$ cat src/mct_pkg.sv
// Package for the match/capture timer: register map, fields, edge and action codes.
// Assumes an APB slave with 32-bit data and word-aligned registers.
package mct_pkg;

  localparam int unsigned ADDR_W = 8;

  // Register byte offsets
  localparam logic [ADDR_W-1:0] OFS_CTRL    = 8'h00;
  localparam logic [ADDR_W-1:0] OFS_COUNT   = 8'h04;
  localparam logic [ADDR_W-1:0] OFS_PRE_LIM = 8'h08;
  localparam logic [ADDR_W-1:0] OFS_PRE_CNT = 8'h0C;
  localparam logic [ADDR_W-1:0] OFS_MCTRL   = 8'h10;
  localparam logic [ADDR_W-1:0] OFS_CCTRL   = 8'h14;
  localparam logic [ADDR_W-1:0] OFS_STATUS  = 8'h18;
  localparam logic [ADDR_W-1:0] OFS_MASK    = 8'h1C;
  localparam logic [ADDR_W-1:0] OFS_MATCH0  = 8'h20;
  localparam logic [ADDR_W-1:0] OFS_CAP0    = 8'h30;
  localparam logic [ADDR_W-1:0] OFS_OUT     = 8'h38;

  localparam int unsigned N_MATCH = 4;
  localparam int unsigned N_CAP   = 2;
  localparam int unsigned N_DMA   = 2;

  // CTRL fields
  localparam int unsigned CTRL_EN_BIT    = 0;
  localparam int unsigned CTRL_RST_BIT   = 1;
  localparam int unsigned CTRL_MODE_BIT  = 2;  // 0 timer, 1 counter
  localparam int unsigned CTRL_CEDGE_LSB = 3;  // 2 bits, external count edge

  // MCTRL per match: 6 bits (stop, reset, act[1:0], dma on matches 0 and 1 only, bit 5 unused)
  localparam int unsigned MC_W       = 6;
  localparam int unsigned MC_STOP    = 0;
  localparam int unsigned MC_RESET   = 1;
  localparam int unsigned MC_ACT_LSB = 2;
  localparam int unsigned MC_DMA     = 4;

  // CCTRL per capture: 2 bits edge select
  localparam int unsigned CC_W = 2;

  // STATUS/MASK layout: match events in 3:0, captures in 5:4
  localparam int unsigned ST_W       = N_MATCH + N_CAP;
  localparam int unsigned ST_CAP_LSB = N_MATCH;

  // Edge select codes
  typedef enum logic [1:0] {
    MCT_EDGE_NONE = 2'b00,
    MCT_EDGE_RISE = 2'b01,
    MCT_EDGE_FALL = 2'b10,
    MCT_EDGE_BOTH = 2'b11
  } mct_edge_type;

  // Output actions
  typedef enum logic [1:0] {
    MCT_ACT_KEEP   = 2'b00,
    MCT_ACT_LOW    = 2'b01,
    MCT_ACT_HIGH   = 2'b10,
    MCT_ACT_TOGGLE = 2'b11
  } mct_act_type;

  localparam logic [31:0] ZERO32 = 32'h0000_0000;
  localparam logic [31:0] ONE32  = 32'h0000_0001;

endpackage : mct_pkg

$ cat src/mct_edge.sv
// Edge detector: flags the chosen edge of a synchronous input.
// Assumes the input is already synchronous to clk_sys.
`timescale 1ns/100ps
module mct_edge (
  input  wire logic                  clk_sys, // System clock
  input  wire logic                  rst_b,   // Async reset, active low
  input  wire logic                  sig_in,  // Sampled input
  input  wire mct_pkg::mct_edge_type sel,     // Edge select
  output logic                       hit      // One-cycle edge pulse
);
  import mct_pkg::*;

  typedef struct packed {
    logic prev;
  } mct_edge_st_type;

  mct_edge_st_type st_reg;
  mct_edge_st_type st_next;

  ////////////////////////////////////////////////////////////////////
  // Remember last level, decode selected edge
  always_comb begin
    st_next      = st_reg;
    st_next.prev = sig_in;
    case (sel)
      MCT_EDGE_RISE: hit = sig_in & ~st_reg.prev;
      MCT_EDGE_FALL: hit = ~sig_in & st_reg.prev;
      MCT_EDGE_BOTH: hit = sig_in ^ st_reg.prev;
      default:       hit = 1'b0;
    endcase
  end

  always_ff @(posedge clk_sys or negedge rst_b) begin
    if (!rst_b) begin
      st_reg <= '0;
    end else begin
      st_reg <= st_next;
    end
  end
endmodule // mct_edge

$ cat src/mct_prescale.sv
// Prescaler: counts enabled ticks up to a limit, then wraps and pulses.
// Assumes tick is a one-cycle enable from the timer core.
`timescale 1ns/100ps
module mct_prescale (
  input  wire logic        clk_sys,  // System clock
  input  wire logic        rst_b,    // Async reset, active low
  input  wire logic        clr,      // Synchronous clear
  input  wire logic        tick,     // Count enable
  input  wire logic [31:0] limit,    // Wrap limit
  output logic [31:0]      count,    // Current prescale count
  output logic             wrap      // One-cycle advance pulse
);
  import mct_pkg::*;

  typedef struct packed {
    logic [31:0] cnt;
  } mct_pre_st_type;

  mct_pre_st_type st_reg;
  mct_pre_st_type st_next;

  ////////////////////////////////////////////////////////////////////
  // Wrap to zero at the limit; every wrap advances the count
  always_comb begin
    st_next = st_reg;
    wrap    = 1'b0;
    if (clr) begin
      st_next.cnt = ZERO32;
    end else if (tick) begin
      if (st_reg.cnt >= limit) begin
        st_next.cnt = ZERO32;
        wrap        = 1'b1;
      end else begin
        st_next.cnt = st_reg.cnt + ONE32;
      end
    end
  end

  assign count = st_reg.cnt;

  always_ff @(posedge clk_sys or negedge rst_b) begin
    if (!rst_b) begin
      st_reg <= '0;
    end else begin
      st_reg <= st_next;
    end
  end
endmodule // mct_prescale

$ cat src/mct_timer.sv
// Match/capture timer top: 32-bit count with prescaler, four matches,
// two captures, match outputs, DMA requests, APB register slave.
// Assumes count and capture inputs are synchronous to clk_sys.
`timescale 1ns/100ps
module mct_timer (
  input  wire logic                          clk_sys,   // System clock, 25 MHz
  input  wire logic                          rst_b,     // Async reset, active low
  input  wire logic                          psel,      // APB select
  input  wire logic                          penable,   // APB enable
  input  wire logic                          pwrite,    // APB write
  input  wire logic [mct_pkg::ADDR_W-1:0]    paddr,     // APB byte address
  input  wire logic [31:0]                   pwdata,    // APB write data
  output logic      [31:0]                   prdata,    // APB read data
  output logic                               pready,    // APB ready
  output logic                               pslverr,   // APB error
  input  wire logic                          cnt_in,    // External count input
  input  wire logic [mct_pkg::N_CAP-1:0]     cap_in,    // Capture inputs
  output logic      [mct_pkg::N_MATCH-1:0]   match_out, // Match outputs
  output logic      [mct_pkg::N_DMA-1:0]     dma_req,   // DMA request pulses
  output logic                               irq        // Interrupt level
);
  import mct_pkg::*;

  typedef struct packed {
    logic [31:0]               count;
    logic [31:0]               pre_lim;
    logic [N_MATCH*32-1:0]     match;
    logic [N_CAP*32-1:0]       cap;
    logic [N_MATCH*MC_W-1:0]   mctrl;
    logic [N_CAP*CC_W-1:0]     cctrl;
    logic                      en;
    logic                      mode;
    logic [1:0]                cedge;
    logic [ST_W-1:0]           status;
    logic [ST_W-1:0]           mask;
    logic [N_MATCH-1:0]        mout;
    logic [N_DMA-1:0]          dma;
    logic                      irq;
    logic [31:0]               rdata;
    logic                      ready;
    logic                      err;
  } mct_st_type;

  mct_st_type st_reg;
  mct_st_type st_next;

  logic [31:0]        pre_count;
  logic               pre_wrap;
  logic               pre_clr;
  logic               tick;
  logic               cnt_edge;
  logic [N_CAP-1:0]   cap_hit;
  logic [N_MATCH-1:0] m_eq;
  logic               apb_acc;
  logic               apb_wr;

  ////////////////////////////////////////////////////////////////////
  // Edge detectors for external count and capture inputs
  mct_edge u_cnt_edge (
    .clk_sys (clk_sys),
    .rst_b   (rst_b),
    .sig_in  (cnt_in),
    .sel     (mct_edge_type'(st_reg.cedge)),
    .hit     (cnt_edge)
  );

  generate
    for (genvar c = 0; c < N_CAP; c++) begin : g_cap
      mct_edge u_cap_edge (
        .clk_sys (clk_sys),
        .rst_b   (rst_b),
        .sig_in  (cap_in[c]),
        .sel     (mct_edge_type'(st_reg.cctrl[c*CC_W +: CC_W])),
        .hit     (cap_hit[c])
      );
    end
  endgenerate

  ////////////////////////////////////////////////////////////////////
  // Prescaler feeds the main count; ticks come from clock or pin
  assign tick = st_reg.en & (st_reg.mode ? cnt_edge : 1'b1);

  mct_prescale u_pre (
    .clk_sys (clk_sys),
    .rst_b   (rst_b),
    .clr     (pre_clr),
    .tick    (tick),
    .limit   (st_reg.pre_lim),
    .count   (pre_count),
    .wrap    (pre_wrap)
  );

  // Match compare against the live count
  generate
    for (genvar m = 0; m < N_MATCH; m++) begin : g_eq
      assign m_eq[m] = (st_reg.count == st_reg.match[m*32 +: 32]);
    end
  endgenerate

  assign apb_acc = psel & penable & ~st_reg.ready;
  assign apb_wr  = apb_acc & pwrite;

  ////////////////////////////////////////////////////////////////////
  // Next-state: counting, match actions, captures, registers
  always_comb begin
    logic [ST_W-1:0] ev;
    logic [ST_W-1:0] w1c;
    logic            m_fire;
    logic            do_stop;
    logic            do_reset;
    logic [31:0]     rd;
    logic            bad;
    ev       = '0;
    w1c      = '0;
    m_fire   = 1'b0;
    do_stop  = 1'b0;
    do_reset = 1'b0;
    rd       = ZERO32;
    bad      = 1'b0;
    st_next  = st_reg;
    pre_clr  = 1'b0;
    st_next.dma = '0;

    // Matches act when the count advances while equal
    for (int m = 0; m < N_MATCH; m++) begin
      m_fire = m_eq[m] & pre_wrap;
      if (m_fire) begin
        ev[m] = 1'b1;
        if (st_reg.mctrl[m*MC_W + MC_STOP]) begin
          do_stop = 1'b1;
        end
        if (st_reg.mctrl[m*MC_W + MC_RESET]) begin
          do_reset = 1'b1;
        end
        case (mct_act_type'(st_reg.mctrl[m*MC_W + MC_ACT_LSB +: 2]))
          MCT_ACT_LOW:    st_next.mout[m] = 1'b0;
          MCT_ACT_HIGH:   st_next.mout[m] = 1'b1;
          MCT_ACT_TOGGLE: st_next.mout[m] = ~st_reg.mout[m];
          default:        st_next.mout[m] = st_reg.mout[m];
        endcase
        if (m < N_DMA) begin
          st_next.dma[m] = st_reg.mctrl[m*MC_W + MC_DMA];
        end
      end
    end

    // Count advance; reset beats plain increment, stop clears enable
    if (pre_wrap) begin
      if (do_reset) begin
        st_next.count = ZERO32;
      end else begin
        st_next.count = st_reg.count + ONE32;
      end
    end
    if (do_stop) begin
      st_next.en = 1'b0;
    end

    // Captures snapshot the count as it stands
    for (int c = 0; c < N_CAP; c++) begin
      if (cap_hit[c]) begin
        st_next.cap[c*32 +: 32] = st_reg.count;
        ev[ST_CAP_LSB + c]      = 1'b1;
      end
    end

    // APB: one wait state, answer registered
    st_next.ready = apb_acc;
    if (apb_acc) begin
      case (paddr)
        OFS_CTRL:    rd = {27'h000_0000, st_reg.cedge, st_reg.mode, 1'b0, st_reg.en};
        OFS_COUNT:   rd = st_reg.count;
        OFS_PRE_LIM: rd = st_reg.pre_lim;
        OFS_PRE_CNT: rd = pre_count;
        OFS_MCTRL:   rd = {8'h00, st_reg.mctrl};
        OFS_CCTRL:   rd = {28'h000_0000, st_reg.cctrl};
        OFS_STATUS:  rd = {26'h000_0000, st_reg.status};
        OFS_MASK:    rd = {26'h000_0000, st_reg.mask};
        OFS_OUT:     rd = {28'h000_0000, st_reg.mout};
        default: begin
          bad = 1'b1;
          for (int m = 0; m < N_MATCH; m++) begin
            if (paddr == OFS_MATCH0 + ADDR_W'(4*m)) begin
              rd  = st_reg.match[m*32 +: 32];
              bad = 1'b0;
            end
          end
          for (int c = 0; c < N_CAP; c++) begin
            if (paddr == OFS_CAP0 + ADDR_W'(4*c)) begin
              rd  = st_reg.cap[c*32 +: 32];
              bad = bad & pwrite;
            end
          end
        end
      endcase
    end
    st_next.rdata = pwrite ? ZERO32 : rd;
    st_next.err   = bad;

    // Register writes take effect in the access cycle
    if (apb_wr && !bad) begin
      case (paddr)
        OFS_CTRL: begin
          st_next.en    = pwdata[CTRL_EN_BIT];
          st_next.mode  = pwdata[CTRL_MODE_BIT];
          st_next.cedge = pwdata[CTRL_CEDGE_LSB +: 2];
          if (pwdata[CTRL_RST_BIT]) begin
            st_next.count = ZERO32;
            pre_clr       = 1'b1;
          end
        end
        OFS_COUNT:   st_next.count   = pwdata;
        OFS_PRE_LIM: st_next.pre_lim = pwdata;
        OFS_MCTRL:   st_next.mctrl   = pwdata[N_MATCH*MC_W-1:0];
        OFS_CCTRL:   st_next.cctrl   = pwdata[N_CAP*CC_W-1:0];
        OFS_STATUS:  w1c             = pwdata[ST_W-1:0];
        OFS_MASK:    st_next.mask    = pwdata[ST_W-1:0];
        OFS_OUT:     st_next.mout    = pwdata[N_MATCH-1:0];
        default: begin
          for (int m = 0; m < N_MATCH; m++) begin
            if (paddr == OFS_MATCH0 + ADDR_W'(4*m)) begin
              st_next.match[m*32 +: 32] = pwdata;
            end
          end
        end
      endcase
    end

    // Sticky status: a new event wins over a same-cycle clear
    st_next.status = (st_reg.status & ~w1c) | ev;
    st_next.irq    = |(st_next.status & st_next.mask);
  end

  ////////////////////////////////////////////////////////////////////
  // State register; every output taken from it
  always_ff @(posedge clk_sys or negedge rst_b) begin
    if (!rst_b) begin
      st_reg <= '0;
    end else begin
      st_reg <= st_next;
    end
  end

  assign prdata    = st_reg.rdata;
  assign pready    = st_reg.ready;
  assign pslverr   = st_reg.err;
  assign match_out = st_reg.mout;
  assign dma_req   = st_reg.dma;
  assign irq       = st_reg.irq;
endmodule // mct_timer

$ cat config.mk
export PLATFORM = sky130hd
export DESIGN_NAME = mct_timer
export DESIGN_NICKNAME = d
export VERILOG_FILES = /design/src/mct_pkg.sv /design/src/mct_edge.sv /design/src/mct_prescale.sv /design/src/mct_timer.sv
export SDC_FILE = /design/constraint.sdc
export NUM_CORES = 1
export LEC_CHECK = 0
export BUFFER_PORTS_ARGS = -buffer_cell sky130_fd_sc_hd__buf_2
export CAP_MARGIN = 0
export CORE_UTILIZATION = 55
export DETAILED_ROUTE_END_ITERATION = 8
export PLACE_DENSITY_LB_ADDON = 0.25
export SKIP_CTS_REPAIR_TIMING = 1
export SLEW_MARGIN = 40
export SYNTH_ARGS = -nofsm -noshare
export SYNTH_HDL_FRONTEND = slang
export SYNTH_SLANG_ARGS = --single-unit
$ cat constraint.sdc
create_clock -name clk_sys -period 3.95 [get_ports clk_sys]
set_input_delay 0.1975 -clock clk_sys [delete_from_list [all_inputs] [get_ports clk_sys]]
set_output_delay 0.1975 -clock clk_sys [all_outputs]
set_load 0.005 [all_outputs]
==> run metrics, run 1 <==
clock tree buffer depth 3; simple-gate share of the synthesized area 11.2%; worst path required time 4.38 ns; Sw Pwr 1.81 mW; Antenna Nets Post-Route 0; Post-synth EDFFs 0; Post-Synth XOR/XNOR Area 7.77%; clk sinks 376; routed length per instance 27.0 um; Worst-Margin Slew 0.893 ns; largest net degree at the start of global routing 64; Seq/Total Area, Yosys 48.0%; Yosys cell types 62; Ports 89; Comb power frac 3.3%; clock share of power 49.1%; Iter 0 DRT Violations 2078; RSZ-0062 raised after global routing no; Max-Cap Viols 0; Tmin final 3.37 ns; Nets 1985; max reg flops 300; overall power 8.13 mW; Synth Cell Area 19600 um2; kind of critical path reg2reg; detailed-router iteration count before antenna repair 9; most frequent cells in the layout 376 x dfrtp_1, 211 x mux2_2, 204 x nand2_1; gr usage total 35.8%; Fmax 297 MHz; skew final 0.0120 ns; CP startpoint kind flop; sequential power share 47.6%; vias in the first global route 15288; Initial Util 56.4%; Top FF cell, synth dfrtp_1; Hold Violations, Final 1; Cells after Synth 1870; # DRC 3; Period Utilization, post-route 85.3%; Die Height 191 um; hold crit path type in2reg; gpl congestion 0.940; total number of vias 15809; relative slew slack 40.5%; antenna cells 0; switching share of power 22.2%; H-tree Lvls 2; average size of a mapped cell 10.5 um2; synth top area cells dfrtp_1 48%, mux2_2 12%, xor2_1 4.7%; Inserted Clock Buffers 41; initial antenna violation count 1; P&R area growth vs syn 11.5%; final slew viol count 0; failing checks DRC, hold timing; total routed wirelength 64.2 mm; Remaining Overflow, GRT 0; main combinational cell family by area after synthesis compound AO/OA/AOI/OAI gates; status finished, violations left; FFs w/ async S/R, synth 100%; CTS tree built; I/O Buffers 88; first-pass GRT wire length 97.1 mm; core box area 34800 um2; Net Count, Synth 1958; crit-path max FO 32; clk_lat worst skew 0.53 ns; GRT busiest layer met2; clock root cell clkbuf_16; cell area power density 372 nW/um2; Adder-Cell Fraction of Synth Area 2.55%; grt met2 use 55.4%; Die Wd 191 um; WHS -0.0113 ns; most common cell after layout, fill and taps aside dfrtp_1; CTS clk-pin slew, worst paths 0.06 ns; post-synthesis compound-gate area fraction 12.8%; flops & latches, synth 376; Lkg Pwr 11.0 nW; Fin Setup TNS 0 ns; Via density 6.64; maximum vdd drop 0.313 mV; top-area cell type share of the netlist area 48.0%; M1 GR Usage 48.5%; Internal 6.33 mW; Die Area 36400 um2; Warnings, synthesis 0; GRT met3 Usage 7.66%; hpwl dp 44.0 mm; final setup fails 0; layout cells sized above 1 23.3%; area leader, netlist dfrtp_1; Core Util, Final 62.9%; Critical Path End Type flop; Rows 68; post-synthesis mux area share 12.5%; Critical Path AT 3.80 ns
[cells by family after synthesis]
| logic type | count (synthesis) |
|---|---|
| simple gates | 457 |
| compound gates | 378 |
| flops | 376 |
| buf+inv | 227 |
| mux | 218 |
| xor+xnor | 174 |
| fa+ha+maj | 40 |
[layer usage]
layer,part of all wire (%),vias to the layer above
li1,-,6743
met3,10,208
met1,40,7881
met5,0.017,-
met2,45,975
met4,5.3,2
[final timing paths]
kind	start	to	slack, ns	depth (start not counted)
max	u_pre.count[0]	st_reg[338]	0.58	10
min	pwdata[16]	st_reg[325]	-0.01	3
max reg2reg	u_pre.count[0]	st_reg[338]	0.58	10
min reg2reg	pready	pready	0.50	1
max in group asynchronous	rst_b	u_pre.count[30]	2.55	5
min in group asynchronous	rst_b	st_reg[97]	0.14	2
[cells in the mapped netlist, types with 4 or more instances]
cell      number
buf_1          6
clkbuf_1     115
and2_1         7
mux2i_1        7
nor3_1        23
nor4_1        44
nand2_1      204
buf_4         38
a221oi_1      13
xor2_1       105
nand3_1       28
nand4_1       36
ha_1          40
o31ai_1        6
nand2b_1       7
a22o_1         6
o21ai_0      146
and3_1        16
a21oi_1       33
inv_1         63
xnor2_1       69
a21o_1        10
a31oi_1       29
nor2_1        57
a22oi_1       43
or3_1          6
o221ai_1      27
nor2b_1        4
mux2_2       211
dfrtp_1      376
o21ai_1        7
a222oi_1      38
[power by group through the flow]
stage / Sequential [mW] / Combinational, mW / Clock [mW]
after floorplan: 3.94 / 0.0627 / 0
after CTS: 3.87 / 0.263 / 4.02
after detailed placement: 3.94 / 0.262 / 0
after global routing: 3.87 / 0.291 / 4.17
after global placement: 3.94 / 0.252 / 0
final: 3.87 / 0.267 / 3.99
[stage by stage]
stage | setup slack, ns | cells | hold slack, ns | area [um2]
2_1_floorplan | 0.961 | 1870 | -0.0981 | 19600
3_3_place_gp | 0.784 | 2300 | 0.335 | 20300
6_report | 0.582 | 2380 | -0.0113 | 21900
5_1_grt | 0.389 | 2380 | 0.0104 | 21900
3_5_place_dp | 0.622 | 2302 | 0.107 | 20400
4_1_cts | 0.615 | 2373 | -0.447 | 21800
[cell type report]
type,instances,area (um2)
Sequential cell,376,9410
Clock buffer,56,1170
Multi-Input combinational cell,1267,9260
Tap cell,455,569
Timing Repair Buffer,148,1030
Fill cell,2815,12900
Clock inverter,15,210
Inverter,63,236
[critical path, stage by stage, from the launching register on]
cell,delay (ns)
dfrtp_1,0.45
inv_1,0.07
ha_1,0.26
nand2b_1,0.14
a2111o_1,0.40
a311o_1,0.32
o21a_1,0.25
o211ai_1,0.34
nor2_1,0.08
or4_4,0.69
o21ai_0,0.27
(Power assumes the default switching activity.)
==> run 2, diff against run 1 <==
ABC_AREA = 1   (was not set)
==> run 2 against run 1 <==
The run now ends clean. Total power rose by 7.3%. Global-route usage shrank 1.0 points. Cell count grew 28%. Via count is 16% higher. Critical path type is now in2reg. Largest power group is now sequential cells.
==> run metrics, run 2 <==
CP startpoint kind primary input; Inserted Clock Buffers 42; hold crit path type in2reg; Critical Path AT 4.01 ns; Remaining Overflow, GRT 0; Die Height 195 um; total routed wirelength 64.6 mm; Via density 6.01; top-area cell type share of the netlist area 46.1%; maximum vdd drop 0.235 mV; Iter 0 DRT Violations 2163; Synth top cells by count 629 x nand2_1, 376 x dfrtp_1, 220 x inv_1, 195 x o21ai_0, 148 x nor2_1; crit-path max FO 31; Hold Violations, Final 0; largest net degree at the start of global routing 83; first-pass GRT wire length 101 mm; Placed Area 20900 um2; top-count cell post-synth nand2_1; relative slew slack 44.8%; skew final 0.0266 ns; clock root cell clkbuf_16; FFs w/ async S/R, synth 100%; total number of vias 18341; antenna cells 0; final slew viol count 0; max reg flops 300; Critical Path End Type flop; kind of critical path in2reg; gpl congestion 0.999; Setup WS pre-CTS 0.856 ns; synth top area cells dfrtp_1 46%, nand2_1 12%, o21ai_0 4.8%; clock tree buffer depth 3; Post-synth EDFFs 0; worst path required time 4.47 ns; Final Instance Area 22500 um2; Synth Cell Area 20400 um2; fill count 3235; average size of a mapped cell 8.05 um2; Rows 70; Ports 89; CTS tree built; Fin Setup TNS 0 ns; most frequent cells in the layout 628 x nand2_1, 376 x dfrtp_1, 218 x inv_1; Period Utilization, post-route 88.4%; Worst-Margin Slew 0.827 ns; hpwl dp 46.6 mm; P&R area growth vs syn 10.4%; Antenna Nets Post-Route 0; Fmax 287 MHz; Yosys cell types 54; Seq/Total Area, Yosys 46.1%; CTS clk-pin slew, worst paths 0.06 ns; Top FF cell, synth dfrtp_1; routed length per instance 21.1 um; Max-Cap Viols 0; Warnings, synthesis 0; Die Wd 195 um; flops & latches, synth 376; Die Area 37900 um2; initial antenna violation count 0; Lkg Pwr 10.3 nW; cell area power density 387 nW/um2; # DRC 0; area leader, netlist dfrtp_1; Cells after Synth 2536; RSZ-0062 raised after global routing no; I/O Buffers 88; core box area 36600 um2; clk sinks 376; final setup fails 0; Tmin final 3.49 ns; most common cell after layout, fill and taps aside nand2_1; vias in the first global route 17373; Net Count, Synth 2624; Nets 2641; H-tree Lvls 2; clk_lat worst skew 0.59 ns; status finished clean; Initial Util 55.8%; worst setup margin 0.460 ns; WHS 0.0364 ns; gr usage total 34.8%; detailed-router iteration count before antenna repair 6; layout cells sized above 1 9.59%
==> run 2: through the flow <==
stage	power, mW	utilization (%)	std cells
after floorplan	4.44	-	2536
after CTS	8.74	61.0	3032
after detailed placement	4.75	57.1	2955
after global placement	4.73	57.0	2954
after global routing	8.98	61.6	3054
final	8.73	61.6	3054
==> run 2: kinds of logic after synthesis <==
kind of cell	after synthesis	synth area share, %
compound gates	575	15.9
xor+xnor	139	5.96
fa+ha+maj	40	2.45
buf+inv	412	8.88
flops	376	46.1
simple gates	994	20.7
==> run 2: layout make-up <==
class	count	area [um2]	share of cell area (%)
clock buffer	60	1230	5.45
clock inverter	17	181	0.805
inverter	238	893	3.96
multi-input combinational	1748	9230	40.9
sequential	376	9410	41.7
tap	468	586	2.60
timing repair buffer	147	1020	4.52
==> run 2: worst paths after layout <==
path / depth (start not counted) / to / slack (ns) / start
min reg2reg: 2 / st_reg[75] / 0.49 / st_reg[75]
max in group asynchronous: 4 / st_reg[169] / 2.74 / rst_b
min in group asynchronous: 2 / prdata[1] / 0.12 / rst_b
max reg2reg: 17 / st_reg[316] / 0.73 / st_reg[284]
min: 3 / st_reg[297] / 0.04 / pwdata[20]
max: 16 / u_pre.count[11] / 0.46 / psel
==> run 2: worst max-delay path: stages <==
cell and delay [ns]:
dlygate4sd3_1 0.54, buf_2 0.13, nand2_1 0.06, dlygate4sd3_1 0.57
nor2_1 0.10, nand3_2 0.23, inv_2 0.04, nand2_1 0.39
inv_1 0.16, nor2_2 0.66, inv_1 0.09, buf_4 0.26
nand4_1 0.22, nor2_1 0.09, a21oi_1 0.13, o21a_1 0.13
==> run 2: routing by layer <==
layer | wire (um) | part of all wire [%] | vias to the layer above | track usage [%]
met2 | 27400 | 42 | 958 | 50.7
met4 | 1740 | 2.7 | 0 | 10.6
met3 | 6910 | 11 | 123 | 7.79
li1 | - | - | 8410 | -
met1 | 28500 | 44 | 8850 | 51.6
met5 | 0 | 0 | - | 0
==> run 2: power breakdown <==
| part | total (mW) | internal, mW | switching, mW |
|---|---|---|---|
| Combinational | 0.637 | 0.207 | 0.431 |
| Sequential | 4.07 | 3.95 | 0.119 |
| Clock | 4.02 | 2.37 | 1.65 |
